`src/common/wwdt_regs.vh`:
```
// Constants of the windowed watchdog timer: offsets, fields, resets, counts.
// Overview of operation
// RQ1: Counter runs from RC oscillator; enable starts it.
// RQ2: Watchdog input clock nominally 32 kHz.
// RQ3: One bit selects divide-by-32 or divide-by-128.
// RQ4: Four-bit postscaler gives ratios 1:1 to 1:32768.
// RQ5: Any device reset clears counter and scalers.
// RQ6: Completed clock switch clears counter and scalers.
// RQ7: Entering sleep or idle clears counter, scalers.
// RQ8: Leaving sleep or idle clears them again.
// RQ9: Kick instruction in normal run clears counters.
// RQ10: Enabled watchdog keeps counting in sleep, idle.
// RQ11: Time-out in sleep or idle wakes device.
// RQ12: Software clears sleep and idle status itself.
// RQ13: Enable code 11 runs watchdog always.
// RQ14: Enable code 10 runs only with soft enable.
// RQ15: Every device reset clears the soft enable.
// RQ16: Time-out flag is sticky until software clears.
// RQ17: Window disable bit zero selects window mode.
// RQ18: Window codes 11,10,01,00 give 25,37.5,50,75 percent.
// RQ19: Run-mode time-out resets device, flag kept.
// RQ20: Early kick in window mode resets device.
`ifndef WWDT_REGS_VH
`define WWDT_REGS_VH

// ****************************************************************
// Register byte addresses on the APB bus.
// ****************************************************************
`define WWDT_ADDR_CONFIG 12'h000
`define WWDT_ADDR_STATUS 12'h004
`define WWDT_ADDR_COUNT 12'h008

// ****************************************************************
// Field positions in the watchdog configuration word.
// ****************************************************************
`define WWDT_CFG_POST_MSB 3
`define WWDT_CFG_POST_LSB 0
`define WWDT_CFG_PRE 4
`define WWDT_CFG_EN_MSB 6
`define WWDT_CFG_EN_LSB 5
`define WWDT_CFG_WINDOW_DISABLE 7
`define WWDT_CFG_WIN_MSB 9
`define WWDT_CFG_WIN_LSB 8
`define WWDT_CFG_WIDTH 10
`define WWDT_CONFIG_RESET 10'h0DF

// ****************************************************************
// Field positions in the reset status register.
// ****************************************************************
`define WWDT_ST_IDLE 2
`define WWDT_ST_SLEEP 3
`define WWDT_ST_TIMEOUT 4
`define WWDT_ST_SWEN 5

// ****************************************************************
// Encodings and counts.
// ****************************************************************
`define WWDT_EN_ALWAYS 2'h3
`define WWDT_EN_SOFT 2'h2
`define WWDT_WIN_25 2'h3
`define WWDT_WIN_37 2'h2
`define WWDT_WIN_50 2'h1
`define WWDT_LOW_POWER_RC_OSCILLATOR_KHZ 32
`define WWDT_PRE_TOP_32 7'h1F
`define WWDT_PRE_TOP_128 7'h7F

`endif

```
`src/hw/wwdt_top.v`:
```
// Windowed watchdog timer with an APB register slave.
//
// Implementation choices: the placing of the registers and the APB interface to the registers.
`timescale 1ns/1ns
`default_nettype none
`include "wwdt_regs.vh"

module wwdt_top
(
  // System clock, reset and clock enable.
  input wire sys_clk,
  input wire reset_n,
  input wire clk_en,
  // APB slave.
  input wire psel,
  input wire penable,
  input wire pwrite,
  input wire [11:0] paddr,
  input wire [31:0] pwdata,
  output reg pready,
  output reg [31:0] prdata,
  output reg pslverr,
  // Low-power RC oscillator clock pin and its enable.
  input wire low_power_rc_oscillator,
  output reg low_power_rc_oscillator_enable,
  // Core events, one-cycle pulses on sys_clk.
  input wire kick_instruction,
  input wire power_save_instruction,
  input wire power_save_idle,
  input wire clock_switch_done,
  input wire device_reset,
  input wire resume_event,
  // Watchdog results.
  output reg wake_request,
  output reg watchdog_reset_request,
  output reg low_power_mode
);

  // ****************************************************************
  // Power states.
  // ****************************************************************
  localparam [2:0] ST_RUN = 3'h1;
  localparam [2:0] ST_SLEEP = 3'h2;
  localparam [2:0] ST_IDLE = 3'h4;

  // ****************************************************************
  // Functions.
  // ****************************************************************

  // Postscale ratio: one shifted left by the four-bit code.
  function [15:0] post_ratio;
    input [3:0] code;
    begin
      post_ratio = 16'h0001 << code;
    end
  endfunction

  // First postscaler count at which the open window has begun.
  function [15:0] win_start;
    input [3:0] code;
    input [1:0] win;
    reg [15:0] r;
    begin
      r = 16'h0001 << code;
      case (win)
        `WWDT_WIN_25: win_start = r - (r >> 2);
        `WWDT_WIN_37: win_start = (r >> 1) + (r >> 3);
        `WWDT_WIN_50: win_start = r >> 1;
        default: win_start = r >> 2;
      endcase
      // Short periods: keep at least the final count open.
      if (win_start > r - 16'h0001)
        win_start = r - 16'h0001;
    end
  endfunction

  // ****************************************************************
  // Declarations.
  // ****************************************************************
  reg [`WWDT_CFG_WIDTH-1:0] config_word;
  reg soft_watchdog_enable, timeout_flag, sleep_status, idle_status;
  reg [2:0] power_state, next_power_state;
  reg low_power_rc_oscillator_s1, low_power_rc_oscillator_s2, low_power_rc_oscillator_s3, low_power_rc_oscillator_level, low_power_rc_oscillator_level_d;
  reg [6:0] pre_cnt;
  reg [15:0] post_cnt;
  reg [31:0] next_prdata;
  reg next_pslverr;

  wire [3:0] postscale_select;
  wire [1:0] watchdog_enable_config, window_size_select;
  wire [6:0] pre_top;
  wire prescale_select, window_disable, run, low_power_rc_oscillator_tick, pre_done;
  wire timeout, in_run, kick_normal, window_open, window_fault;
  wire exit_low_power, wdt_reset, clear_all, apb_setup, apb_done;
  wire wr_config, wr_status;

  // ****************************************************************
  // Configuration fields.
  // ****************************************************************

  // Slices of the configuration word.
  assign postscale_select =
    config_word[`WWDT_CFG_POST_MSB:`WWDT_CFG_POST_LSB];
  assign prescale_select = config_word[`WWDT_CFG_PRE];
  assign watchdog_enable_config =
    config_word[`WWDT_CFG_EN_MSB:`WWDT_CFG_EN_LSB];
  assign window_disable = config_word[`WWDT_CFG_WINDOW_DISABLE];
  assign window_size_select =
    config_word[`WWDT_CFG_WIN_MSB:`WWDT_CFG_WIN_LSB];

  // Run when forced on, or when soft mode and software enable is set.
  assign run = (watchdog_enable_config == `WWDT_EN_ALWAYS) | // see RQ13
    ((watchdog_enable_config == `WWDT_EN_SOFT) &
    soft_watchdog_enable); // see RQ14

  // ****************************************************************
  // Oscillator clock sampling.
  // ****************************************************************

  // Three-flop chain; the filtered level moves only when the second
  // and third stage agree, so a slow edge counts once.
  always @(posedge sys_clk or negedge reset_n)
  begin
    if (!reset_n)
    begin
      low_power_rc_oscillator_s1 <= 1'b0;
      low_power_rc_oscillator_s2 <= 1'b0;
      low_power_rc_oscillator_s3 <= 1'b0;
      low_power_rc_oscillator_level <= 1'b0;
      low_power_rc_oscillator_level_d <= 1'b0;
    end
    else if (clk_en)
    begin
      low_power_rc_oscillator_s1 <= low_power_rc_oscillator;
      low_power_rc_oscillator_s2 <= low_power_rc_oscillator_s1;
      low_power_rc_oscillator_s3 <= low_power_rc_oscillator_s2;
      if (low_power_rc_oscillator_s2 == low_power_rc_oscillator_s3)
        low_power_rc_oscillator_level <= low_power_rc_oscillator_s3;
      low_power_rc_oscillator_level_d <= low_power_rc_oscillator_level;
    end
  end

  // One tick per rising edge of the nominal 32 kHz clock.
  assign low_power_rc_oscillator_tick = low_power_rc_oscillator_level & ~low_power_rc_oscillator_level_d; // see RQ1, RQ2

  // ****************************************************************
  // Events.
  // ****************************************************************

  // Prescaler wraps after 32 or 128 oscillator ticks.
  assign pre_top = prescale_select ? `WWDT_PRE_TOP_128 :
    `WWDT_PRE_TOP_32; // see RQ3
  assign pre_done = low_power_rc_oscillator_tick & (pre_cnt == pre_top);

  // Time-out when the postscaler completes its selected ratio.
  assign timeout = run & pre_done &
    (post_cnt == post_ratio(postscale_select) - 16'h0001); // see RQ4

  assign in_run = (power_state == ST_RUN);
  assign kick_normal = kick_instruction & in_run & run;

  // Window is open once the closed share of the period has passed.
  assign window_open =
    (post_cnt >= win_start(postscale_select,
    window_size_select)); // see RQ18
  assign window_fault = kick_normal & ~window_disable &
    ~window_open; // see RQ17, RQ20

  // Leaving low power, by another cause or by a time-out.
  assign exit_low_power = ~in_run & (resume_event | timeout);

  // A run-mode time-out or early kick resets the device.
  assign wdt_reset = in_run & (timeout | window_fault); // see RQ19

  // Every cause that restarts the counter and both scalers.
  assign clear_all = device_reset | // see RQ5
    clock_switch_done | // see RQ6
    (power_save_instruction & in_run) | // see RQ7
    exit_low_power | // see RQ8
    kick_normal | // see RQ9
    timeout | wdt_reset;

  // ****************************************************************
  // Counters.
  // ****************************************************************

  // Prescaler and postscaler; they count in every power state.
  always @(posedge sys_clk or negedge reset_n)
  begin
    if (!reset_n)
    begin
      pre_cnt <= 7'h00;
      post_cnt <= 16'h0000;
    end
    else if (clk_en)
    begin
      if (clear_all | ~run)
      begin
        pre_cnt <= 7'h00;
        post_cnt <= 16'h0000;
      end
      else if (pre_done)
      begin
        pre_cnt <= 7'h00;
        post_cnt <= post_cnt + 16'h0001;
      end
      else if (low_power_rc_oscillator_tick)
        pre_cnt <= pre_cnt + 7'h01; // see RQ10
    end
  end

  // ****************************************************************
  // Power state machine.
  // ****************************************************************

  // Sleep or idle is entered by the instruction, left on resume or
  // on a watchdog time-out.
  always @*
  begin
    next_power_state = power_state;
    case (power_state)
      ST_RUN:
        if (power_save_instruction)
          next_power_state = power_save_idle ? ST_IDLE : ST_SLEEP;
      ST_SLEEP, ST_IDLE:
        if (exit_low_power)
          next_power_state = ST_RUN; // see RQ11
      default:
        next_power_state = ST_RUN;
    endcase
  end

  // State register and result pulses.
  always @(posedge sys_clk or negedge reset_n)
  begin
    if (!reset_n)
    begin
      power_state <= ST_RUN;
      wake_request <= 1'b0;
      watchdog_reset_request <= 1'b0;
      low_power_mode <= 1'b0;
      low_power_rc_oscillator_enable <= 1'b0;
    end
    else if (clk_en)
    begin
      if (device_reset)
        power_state <= ST_RUN;
      else
        power_state <= next_power_state;
      wake_request <= ~in_run & timeout; // see RQ11
      watchdog_reset_request <= wdt_reset; // see RQ19
      low_power_mode <= ~device_reset & (next_power_state != ST_RUN);
      low_power_rc_oscillator_enable <= run; // see RQ1
    end
  end

  // ****************************************************************
  // APB slave.
  // ****************************************************************

  // Setup cycle raises pready; the access cycle then completes.
  assign apb_setup = psel & ~penable & ~pready;
  assign apb_done = psel & penable & pready;
  assign wr_config = apb_done & pwrite & ~pslverr &
    (paddr == `WWDT_ADDR_CONFIG);
  assign wr_status = apb_done & pwrite & ~pslverr &
    (paddr == `WWDT_ADDR_STATUS);

  // Read data and error answer, chosen from the address.
  always @*
  begin
    next_prdata = 32'h00000000;
    next_pslverr = 1'b0;
    case (paddr)
      `WWDT_ADDR_CONFIG:
        next_prdata[`WWDT_CFG_WIDTH-1:0] = config_word;
      `WWDT_ADDR_STATUS:
      begin
        next_prdata[`WWDT_ST_IDLE] = idle_status;
        next_prdata[`WWDT_ST_SLEEP] = sleep_status;
        next_prdata[`WWDT_ST_TIMEOUT] = timeout_flag;
        next_prdata[`WWDT_ST_SWEN] = soft_watchdog_enable;
      end
      `WWDT_ADDR_COUNT:
      begin
        next_prdata[15:0] = post_cnt;
        next_prdata[22:16] = pre_cnt;
        next_prdata[24] = run;
      end
      default:
        next_pslverr = 1'b1;
    endcase
  end

  // Answer registers: data captured in the setup cycle.
  always @(posedge sys_clk or negedge reset_n)
  begin
    if (!reset_n)
    begin
      pready <= 1'b0;
      prdata <= 32'h00000000;
      pslverr <= 1'b0;
    end
    else if (clk_en)
    begin
      if (apb_setup)
      begin
        pready <= 1'b1;
        pslverr <= next_pslverr;
        prdata <= pwrite ? 32'h00000000 : next_prdata;
      end
      else
      begin
        pready <= 1'b0;
        pslverr <= 1'b0;
      end
    end
  end

  // ****************************************************************
  // Configuration and status registers.
  // ****************************************************************

  // Configuration word, written by software.
  always @(posedge sys_clk or negedge reset_n)
  begin
    if (!reset_n)
      config_word <= `WWDT_CONFIG_RESET;
    else if (clk_en & wr_config)
      config_word <= pwdata[`WWDT_CFG_WIDTH-1:0];
  end

  // Status bits; a hardware set wins over a software clear in the
  // same cycle. Writing one to a sticky bit leaves it unchanged.
  always @(posedge sys_clk or negedge reset_n)
  begin
    if (!reset_n)
    begin
      soft_watchdog_enable <= 1'b0;
      timeout_flag <= 1'b0;
      sleep_status <= 1'b0;
      idle_status <= 1'b0;
    end
    else if (clk_en)
    begin
      if (device_reset | wdt_reset)
        soft_watchdog_enable <= 1'b0; // see RQ15
      else if (wr_status)
        soft_watchdog_enable <= pwdata[`WWDT_ST_SWEN]; // see RQ14
      // Flag survives device resets, including its own.
      timeout_flag <= timeout | window_fault |
        (timeout_flag &
        (~wr_status | pwdata[`WWDT_ST_TIMEOUT])); // see RQ16
      // Hardware only sets these; software clears them.
      sleep_status <= (power_save_instruction & in_run &
        ~power_save_idle) |
        (sleep_status &
        (~wr_status | pwdata[`WWDT_ST_SLEEP])); // see RQ12
      idle_status <= (power_save_instruction & in_run &
        power_save_idle) |
        (idle_status &
        (~wr_status | pwdata[`WWDT_ST_IDLE])); // see RQ12
    end
  end

endmodule
`default_nettype wire
```
`config.mk`:
```
export PLATFORM = sky130hd
export DESIGN_NAME = wwdt_top
export DESIGN_NICKNAME = d
export VERILOG_FILES = /design/src/hw/wwdt_top.v
export VERILOG_INCLUDE_DIRS = /design/src /design/src/common
export SDC_FILE = /design/constraint.sdc
export NUM_CORES = 1
export LEC_CHECK = 0
export BUFFER_PORTS_ARGS = -buffer_cell sky130_fd_sc_hd__buf_2
export CORE_UTILIZATION = 25
export DETAILED_ROUTE_END_ITERATION = 8
export PLACE_DENSITY = 0.42
export RECOVER_POWER = 100
export SLEW_MARGIN = 25
export SYNTH_ARGS = -nofsm -noshare
export SYNTH_HDL_FRONTEND = slang
export SYNTH_SLANG_ARGS = --single-unit
export TNS_END_PERCENT = 10
```
`constraint.sdc`:
```
create_clock -name sys_clk -period 14.2 [get_ports sys_clk]
set_clock_uncertainty 0.15 [all_clocks]
set_input_delay 2.84 -clock sys_clk [delete_from_list [all_inputs] [get_ports sys_clk]]
set_output_delay 2.84 -clock sys_clk [all_outputs]
set_load 0.01 [all_outputs]
```
After elaboration in Yosys (flattened, before gate mapping)
Index checks and enable logic that the tools add are counted.
- logic and storage cells: 133
- input bits: 57
- flip-flop bits (word level): 83
- output and inout port bits: 38
- mux-type cells: 24
- reductions and logical operators: 11
- add/subtract/negate cells: 5
- bitwise logic cells: 56
- shift-type cells: 1
- order comparisons: 2
- equality and inequality tests: 14
- operators by type and width (operator ; count):
    $mux 16 ; 3
    $pmux 16 s3 ; 1
    $and 1x1->1 ; 28
    $mux 7 ; 4
    $mux 25 ; 1
    $or 1x1->1 ; 17
    $add 15x13->16 ; 1
    $add 16x1->16 const B ; 1
    $eq 16x16->1 ; 1
    $ge 16x16->1 ; 1
    $gt 16x16->1 ; 1
    $shl 1x4->16 const A ; 1
    $sub 16x1->16 const B ; 1
    $sub 16x14->16 ; 1
    $mux 13 ; 1
    $eq 12x3->1 const B ; 1
    $eq 12x4->1 const B ; 1
    $logic_not 12->1 ; 1
    $mux 3 ; 4
    $pmux 4 s3 ; 1
    $not 1->1 ; 11
    $reduce_and 2->1 ; 5
    $eq 2x2->1 const B ; 4
    $pmux 4 s2 ; 1
    other kinds (15) ; 21

Depth between registers and ports, before layout
Gate-level depths: netlist of the first run.
- word-level depth: 14
- depth in mapped cells: 35
- gate-level depth less buffers: 32

Worst setup path after synthesis of the first run
No wires, ideal clock.
- kind: register to register
- from: register config_word[1]
- to: register soft_watchdog_enable
- arrival: 6.328 ns
- buffers on the path: 5
- cell stages (with the launch flop): 32
- data required time: 13.923 ns
- setup slack: 7.595 ns
- path through: dfstp_2 buf_2 buf_2 clkbuf_1 nor2b_1 nand2_1 inv_1 fa_1 a21o_1 a211oi_1 o21ai_1 a31oi_1 xnor2_1 mux4_2 ha_1 nand4_1 nor2_1 nand4_1 o311ai_0 o221ai_1 clkbuf_1 buf_1 a21oi_1 ha_1 nand2b_1 a21o_1 a21oi_1 o31ai_1 a31o_2 a211oi_1 o21ai_0 a21boi_0
- longest elaborated chain between the ends: 13
- elaborated cells on any way between the ends: 18
- classes of those cells: add/sub (3); order compare (2); eq/ne (1); shift (1); mux (3); bitwise (6); reduce/logical (2)
- RTL lines (what ; RTL line ; text):
    from (decl) ; wwdt_top.v:80 ; reg [`WWDT_CFG_WIDTH-1:0] config_word;
    from (signal assigned) ; wwdt_top.v:328 ; config_word <= `WWDT_CONFIG_RESET;
    from (signal assigned) ; wwdt_top.v:330 ; config_word <= pwdata[`WWDT_CFG_WIDTH-1:0];
    $shl 1x4->16 (*) ; wwdt_top.v:54, wwdt_top.v:64 ;
    $sub 16x14->16 / $add 15x13->16 (equally long branches) ; wwdt_top.v:66, wwdt_top.v:67 ;
    $pmux 16 s3 ; wwdt_top.v:65 ; case (win)
    $gt 16x16->1 ; wwdt_top.v:72 ; if (win_start > r - 16'h0001)
    $mux 16 ; wwdt_top.v:72 ;
    $ge 16x16->1 ; wwdt_top.v:164 ; (post_cnt >= win_start(postscale_select,
    $not 1->1 ; wwdt_top.v:167 ; ~window_open;
    $and 1x1->1 ; wwdt_top.v:166 ; assign window_fault = kick_normal & ~window_disable &
    $or 1x1->1 (*) ; wwdt_top.v:173 ; assign wdt_reset = in_run & (timeout | window_fault);
    $and 1x1->1 (*) ; wwdt_top.v:173 ;
    $or 1x1->1 (*) ; wwdt_top.v:346 ; if (device_reset | wdt_reset)
    $reduce_bool 2->1 (no source line) ; -- ;
    $reduce_and 2->1 (no source line) ; -- ;
    to (signal assigned) ; wwdt_top.v:349 ; soft_watchdog_enable <= pwdata[`WWDT_ST_SWEN];
    to (decl) ; wwdt_top.v:81 ; reg soft_watchdog_enable, timeout_flag, sleep_status, idle_status;
Every way passes the cells marked *; elsewhere a longest branch is shown, timed or not.
A chain may end at the register's enable or synchronous reset.

Worst setup path after layout of the first run
- from: register config_word[2]
- to: register soft_watchdog_enable
Same word-level chain as after synthesis.

==> impl_metrics.env, run 1 <==
export IMPL_worst_setup_path_start_kind="register"
export IMPL_synth_top_family_by_area="simple AND/OR/NAND/NOR gates"
export IMPL_grt_usage=0.144
export IMPL_cap_viol_max_count=2
export IMPL_die_w_um=167
export IMPL_slew_headroom=-1.80
export IMPL_postSynthAreaPerCell_um2=8.53
export IMPL_parity_gate_share_of_the_synthesized_area_counting_xor_and_xnor_cells=0.0530
export IMPL_flip_flop_cell_with_the_highest_count_after_synthesis="dfrtp_1"
export IMPL_violations="design-rule violations, max-capacitance violations, max-slew violations"
export IMPL_post_route_min_period_ps=9010
export IMPL_yosys_warnings=0
export IMPL_yosysUniqueCellTypes=82
export IMPL_core_box_area_mm2=0.0264
export IMPL_num_nets_final=948
export IMPL_routed_top_layer="met4"
export IMPL_fmaxAchievable_mhz=111
export IMPL_timing_critical_path_arrival_ps=9080
export IMPL_grt_first_pass_wirelength_um=31700
export IMPL_path_class="reg -> reg"
export IMPL_synth_yosys_seq_area_share=0.278
export IMPL_totalWireLength_um=19600
export IMPL_yosys_area_share_adder=0.120
export IMPL_synth_largest_area_cell="dfrtp_1"
export IMPL_drt_antenna_violating_nets=0
export IMPL_clock_latency_ps=340
export IMPL_initial_utilization=0.257
export IMPL_hold_viol_final=0
export IMPL_synth_edff_count=0
export IMPL_cts_root_to_sink_buffers=2
export IMPL_cts_buffers=9
export IMPL_maximum_number_of_pins_on_one_net_before_global_route_repair=76
export IMPL_pin_count=95
export IMPL_synth_area_mux_share=0.0792
export IMPL_synth_simple_gate_area_frac=0.208
export IMPL_power_leakage_nw=3.30
export IMPL_cts_root_buf="clkbuf_16"
export IMPL_vias=5845
export IMPL_worst_voltage_drop_across_the_vdd_grid_uv=55.1
export IMPL_path_max_fanout=32
export IMPL_initialDrtViolationCount=329
export IMPL_setup_tns_ps=0
export IMPL_worst_slew_pin_transition_ps=4190
export IMPL_setup_ws_ps=5190
export IMPL_io_buffers=64
export IMPL_routed_wl_met3_um=634
export IMPL_cts_hold_buf=0
export IMPL_final_gp_congestion=0.779
export IMPL_sort_of_element_at_the_end_of_the_critical_path="register"
export IMPL_crit_path_top_delay_cell="dfstp_1"
export IMPL_place_detailed_hpwl_um=14700
export IMPL_drt_first_pass_iters=7
export IMPL_num_rows=59
export IMPL_total_standard_cell_area_after_synthesis_mm2=0.00678
export IMPL_detail_route_drc_violations=2
export IMPL_final_setup_viol_count=0
export IMPL_grt_pass1_vias=5690
export IMPL_synth_compound_area_share=0.195
export IMPL_tritoncts_clock_tree="built"
export IMPL_cts_sinks=75
export IMPL_run_status="finished, violations left"
export IMPL_avgRoutedWirePerCell_um=16.8
export IMPL_seq_cells_post_synth=75
export IMPL_postCtsResizedCells=0
export IMPL_hold_class="reg -> reg"
export IMPL_synth_area_leaders="dfrtp_1, ha_1, nor2_1"
export IMPL_timing_critical_path_mode_cell="a21oi_1"
export IMPL_met2RoutedLength_um=8910
export IMPL_synthArstFlopShare=1.00
export IMPL_worstPathRequired_ps=14270
export IMPL_synth_top_area_share=0.247
export IMPL_powerDensity_mw_per_mm2=64.9
export IMPL_preCtsSetupSlack_ps=5860
export IMPL_height_of_the_chip_um=167
export IMPL_cts_repair_timing_setup_buffer_count=0
export IMPL_postSynthCellCount=794
export IMPL_design_die_area_mm2=0.0278
export IMPL_syn2layout_area_growth_pct=11.3
export IMPL_drive_gt1_frac=0.123
export IMPL_layout_worst_path_cycle_share=0.635
export IMPL_clock_pin_slew_on_the_worst_setup_and_hold_paths_ps=60
export IMPL_worst_path_largest_cell_delay_ps=1280
export IMPL_grt_setup_unrepaired="no"
export IMPL_grt_overflow_total=0
export IMPL_cts_max_level=3
export IMPL_initial_antenna_violation_count=1
export IMPL_report_final_slew_viol_count=86
export IMPL_post_route_met1_wirelength_um=9950
export IMPL_avgViaCountPerCell=5.00
[per-layer routing]
| metal | global-route usage | vias to the layer above |
|---|---|---|
| met3 | 0.0200 | 9 |
| met4 | 0.0274 | 0 |
| met2 | 0.226 | 92 |
| met5 | 0 | - |
| li1 | - | 2920 |
| met1 | 0.211 | 2824 |
[final timing paths]
kind	startpoint	to	slack (ps)	cells past startpoint
worst max-delay path	config_word[2]	soft_watchdog_enable	5190	31
worst min-delay path	prdata[0]	prdata[0]	340	2
worst max register to register	config_word[2]	soft_watchdog_enable	5190	31
worst min register to register	prdata[0]	prdata[0]	340	2
max in group asynchronous	reset_n	post_cnt[5]	7730	1
min in group asynchronous	reset_n	low_power_rc_oscillator_s1	3820	1
[cell usage in the layout (no fill, tap or decap), drive strengths merged, types with 4 or more instances in the layout]
cell type,instances
nand3,24
buf,33
a22o,21
o22ai,4
xor2,12
ha,62
or3b,6
nand2,60
nor2b,10
xnor2,29
conb,9
o21a,5
nand4,14
nand3b,4
mux2i,15
o21ai,48
o211ai,6
a31oi,7
o21bai,6
or2,8
a21oi,51
nor3b,7
dfrtp,67
nor4,8
mux2,14
a211oi,6
a21o,9
or3,6
clkbuf,45
nand2b,13
and2,8
nor2,79
a31o,4
and3,5
nor3,14
inv,46
mux4,10
dfstp,8
[worst max-delay path, delay by kind of cell, from the launching register on]
kind,cells,cell delay (ps)
AOI/OAI and AO/OA,17,4160
xor gates and xnor gates,1,150
adders and majority gates,4,1190
buffers and inverters,2,630
DFF,1,1280
muxes,1,330
and+or+nand+nor,6,990
[registers in the layout (all words and copies together), names as in the netlist, 3 cells and up]
signal       count
pre_cnt          7
post_cnt        16
config_word     10
power_state      3
prdata          24
[cell families after synthesis]
logic type	count (synthesis)
AOI/OAI and AO/OA	199
xor gates and xnor gates	41
adders and majority gates	64
buffers and inverters	99
DFF	75
muxes	39
other	2
and+or+nand+nor	275
[stage by stage]
step	std cells	hold WS (ps)	power (mW)	utilization	cell area, µm²
global route	1168	356	0.510	0.286	7540
detailed placement	1151	328	0.260	0.278	7330
finish	1168	342	0.490	0.286	7540
floorplan	801	319	0.245	-	6800
CTS	1167	341	0.499	0.289	7630
global placement	1151	322	0.260	0.278	7320
[cell type report]
class / count / area, µm²
Inverter: 46 / 174
Timing Repair Buffer: 68 / 299
Sequential cell: 75 / 1890
Clock buffer: 10 / 229
Antenna cell: 1 / 2.50
Fill cell: 2848 / 18800
Clock inverter: 6 / 71.3
Multi-Input combinational cell: 627 / 4460
Tap cell: 335 / 419
[synthesized netlist by cell type (5+ instances only)]
cell / n
a211oi_1: 5
a21o_1: 9
a21oi_1: 50
a22o_1: 21
a31oi_1: 7
and2_1: 7
buf_1: 7
buf_2: 5
buf_4: 11
clkbuf_1: 28
dfrtp_1: 67
dfstp_2: 8
ha_1: 62
inv_1: 42
mux2_2: 13
mux2i_1: 15
mux4_2: 10
nand2_1: 60
nand2b_1: 13
nand3_1: 24
nand4_1: 14
nor2_1: 77
nor2b_1: 10
nor3_1: 14
nor3b_1: 7
nor4_1: 7
o211ai_1: 5
o21a_1: 5
o21ai_0: 45
o21bai_1: 6
or2_2: 6
or3_1: 6
xnor2_1: 29
xor2_1: 12
[power by group]
group	switching (mW)	internal [mW]	leakage, nW	total [mW]
sequential	0.00371	0.219	0.990	0.223
combinational	0.0204	0.0113	2.17	0.0317
clock	0.0969	0.138	0.140	0.235
Note: power is estimated with default switching activity, not from simulation.
==> inputs of run 2 (changes only) <==
ABC_AREA = 1   (was default)
clock period = 9.2 ns   (was 14.2 ns; I/O delays follow)
==> run 2 against run 1 <==
  * The run ends with max-capacitance violations, max-slew violations left
  * Global-route usage grew 2.1 points
  * Fmax grew 25%
  * Sequential cell count is the same
  * First-iteration DRC count grew 22%
  * Clock-buffer cell count is the same
  * Combinational power grew 82%
  * Clock power grew 50%
  * Non-clock buffer count shrank 1
  * Synthesized cell count grew 28%
  * Hold slack lost 16 ps
  * Die area grew 3.0%
  * Register-to-register slack lost 3200 ps
  * Critical endpoint unchanged
  * Largest cell class unchanged
==> impl_metrics.env, run 2 <==
export IMPL_vias=6838
export IMPL_cts_root_buf="clkbuf_16"
export IMPL_worst_voltage_drop_across_the_vdd_grid_uv=80.0
export IMPL_num_nets_final=1182
export IMPL_cap_viol_max_count=4
export IMPL_tritoncts_clock_tree="built"
export IMPL_cts_repair_timing_setup_buffer_count=0
export IMPL_final_gp_congestion=0.800
export IMPL_postSynthCellCount=1017
export IMPL_worst_setup_path_start_kind="register"
export IMPL_routed_wl_met3_um=797
export IMPL_cts_sinks=75
export IMPL_pwr_share_clk=0.470
export IMPL_num_rows=60
export IMPL_crit_reg2reg_capture="soft_watchdog_enable"
export IMPL_grt_overflow_total=0
export IMPL_synth_top_cells_by_count="nand2_1, inv_1, nor2_1"
export IMPL_largestRegisters="prdata x24, post_cnt x16, config_word x10"
export IMPL_drt_first_pass_iters=5
export IMPL_initial_utilization=0.257
export IMPL_drt_antenna_violating_nets=0
export IMPL_cts_hold_buf=0
export IMPL_worstPathRequired_ps=9330
export IMPL_initialDrtViolationCount=402
export IMPL_violations="max-capacitance violations, max-slew violations"
export IMPL_hold_class="reg -> reg"
export IMPL_path_class="reg -> reg"
export IMPL_height_of_the_chip_um=169
export IMPL_power_leakage_nw=3.94
export IMPL_worst_path_largest_cell_delay_ps=750
export IMPL_share_of_power_burned_in_registers=0.453
export IMPL_hold_path_startpoint="low_power_rc_oscillator_s1"
export IMPL_largest_register="prdata"
export IMPL_synthArstFlopShare=1.00
export IMPL_postCtsResizedCells=0
export IMPL_die_w_um=169
export IMPL_timing_critical_path_arrival_ps=7360
export IMPL_cts_max_level=3
export IMPL_hold_viol_final=0
export IMPL_seq_cells_post_synth=75
export IMPL_maximum_number_of_pins_on_one_net_before_global_route_repair=76
export IMPL_post_route_met1_wirelength_um=11400
export IMPL_clock_pin_slew_on_the_worst_setup_and_hold_paths_ps=60
export IMPL_postSynthAreaPerCell_um2=6.86
export IMPL_synthMostInstantiatedCell="nand2_1"
export IMPL_r2r_start="config_word[3]"
export IMPL_n_antenna_cell=0
export IMPL_met2RoutedLength_um=10200
export IMPL_final_common_cell="nand2_1"
export IMPL_path_max_fanout=17
export IMPL_initial_antenna_violation_count=0
export IMPL_stdcell_area_mm2=0.00777
export IMPL_syn2layout_area_growth_pct=11.4
export IMPL_post_route_min_period_ps=7230
export IMPL_powerDensity_mw_per_mm2=96.6
export IMPL_startpoint="config_word[3]"
export IMPL_slew_headroom=-1.76
export IMPL_hold_depth=2
export IMPL_netSwitchingPower_mw=0.188
export IMPL_detail_route_drc_violations=0
export IMPL_commonest_cells_after_routing_fill_and_taps_aside="nand2_1, inv_1, nor2_1"
export IMPL_synth_edff_count=0
export IMPL_grt_first_pass_wirelength_um=37000
export IMPL_synth_top_area_share=0.240
export IMPL_grt_pass1_vias=6713
export IMPL_timing_critical_path_mode_cell="nand2_1"
export IMPL_pin_count=95
export IMPL_core_box_area_mm2=0.0272
export IMPL_swShare=0.250
export IMPL_internal_power_mw=0.563
export IMPL_io_buffers=64
export IMPL_whs_endpoint="low_power_rc_oscillator_s1"
export IMPL_sort_of_element_at_the_end_of_the_critical_path="register"
export IMPL_avgViaCountPerCell=4.76
export IMPL_clock_latency_ps=340
export IMPL_synth_yosys_seq_area_share=0.270
export IMPL_grt_setup_unrepaired="no"
export IMPL_setup_tns_ps=0
export IMPL_report_final_slew_viol_count=149
export IMPL_totalWireLength_um=22700
export IMPL_layout_worst_path_cycle_share=0.786
export IMPL_flip_flop_cell_with_the_highest_count_after_synthesis="dfrtp_1"
export IMPL_synth_largest_area_cell="dfrtp_1"
export IMPL_avgRoutedWirePerCell_um=15.8
export IMPL_total_standard_cell_area_after_synthesis_mm2=0.00698
export IMPL_crit_path_top_delay_cell="dfstp_1"
export IMPL_cts_root_to_sink_buffers=2
export IMPL_worst_slew_pin_transition_ps=4130
export IMPL_routed_top_layer="met4"
export IMPL_place_detailed_hpwl_um=17600
export IMPL_cts_buffers=9
export IMPL_design_die_area_mm2=0.0286
export IMPL_synth_area_leaders="dfrtp_1, nand2_1, ha_1"
export IMPL_worst_r2r_cell_count=37
export IMPL_drive_gt1_frac=0.0807
export IMPL_num_fill_cells=3150
export IMPL_final_setup_viol_count=0
export IMPL_r2r_slack_ps=1970
export IMPL_number_of_flip_flops_in_the_largest_register=24
export IMPL_fmaxAchievable_mhz=138
export IMPL_yosysUniqueCellTypes=47
export IMPL_yosys_warnings=0
export IMPL_run_status="finished, violations left"
export IMPL_placement_cell_area_mm2=0.00759
export IMPL_comb_power_share=0.077
export IMPL_grt_usage=0.165
[run 2: cell count changes after synthesis, moves of 15 or more]
cell / change
nand2_1: +199
inv_1: +77
nand3_1: +60
xnor2_1: -25
o21ai_0: +24
nor2_1: +23
a22o_1: -15
mux2i_1: -15
[run 2: per-layer routing]
layer / GRT usage / up-vias
met5: 0 / -
met4: 0.0388 / 0
met3: 0.0194 / 12
met2: 0.267 / 132
met1: 0.233 / 3233
li1: - / 3461
[run 2: cell families after synthesis]
kind of cell,count (synthesis),share of synthesized area
muxes,9,0.0145
xor gates and xnor gates,20,0.0251
AOI/OAI and AO/OA,172,0.156
other,2,0.00108
and+or+nand+nor,507,0.316
buffers and inverters,168,0.101
adders and majority gates,64,0.117
DFF,75,0.270
[run 2: critical path, delay by kind of cell (launching register included)]
family                   cells  cell delay, ps
adder cells (fa/ha/maj)      3             990
AND/OR/NAND/NOR             22            3520
AO/OA/AOI/OAI                5             650
flip-flops                   1             750
buffers and inverters        7            1080
[run 2: how the worst max path moves through the flow]
stage	endpoint	cells past startpoint
after global routing	soft_watchdog_enable	39
after floorplan	soft_watchdog_enable	37
after global placement	soft_watchdog_enable	37
final	soft_watchdog_enable	37
after detailed placement	soft_watchdog_enable	37
after CTS	soft_watchdog_enable	37
[run 2: through the flow]
step | utilization | power [mW] | setup WS, ps | cells | hold slack, ps
detailed placement | 0.279 | 0.407 | 2180 | 1422 | 314
floorplan | - | 0.383 | 3770 | 1024 | 292
CTS | 0.290 | 0.767 | 2170 | 1438 | 333
finish | 0.286 | 0.751 | 1970 | 1438 | 326
global placement | 0.279 | 0.407 | 2230 | 1422 | 309
global route | 0.286 | 0.786 | 1240 | 1438 | 363
[run 2: area by class of cell]
class	instances	area, µm²	share of cell area
multi-input combinational	781	4350	0.560
sequential	75	1890	0.243
inverter	127	477	0.0613
tap	372	465	0.0599
timing repair buffer	67	299	0.0385
clock buffer	10	229	0.0294
clock inverter	6	65.1	0.00837
[run 2: power groups by stage]
stage	logic, mW	registers, mW	clock network [mW]
floorplan	0.0373	0.346	0
global placement	0.0612	0.346	0
detailed placement	0.0613	0.346	0
CTS	0.0614	0.340	0.365
global route	0.0671	0.341	0.378
finish	0.0577	0.340	0.353
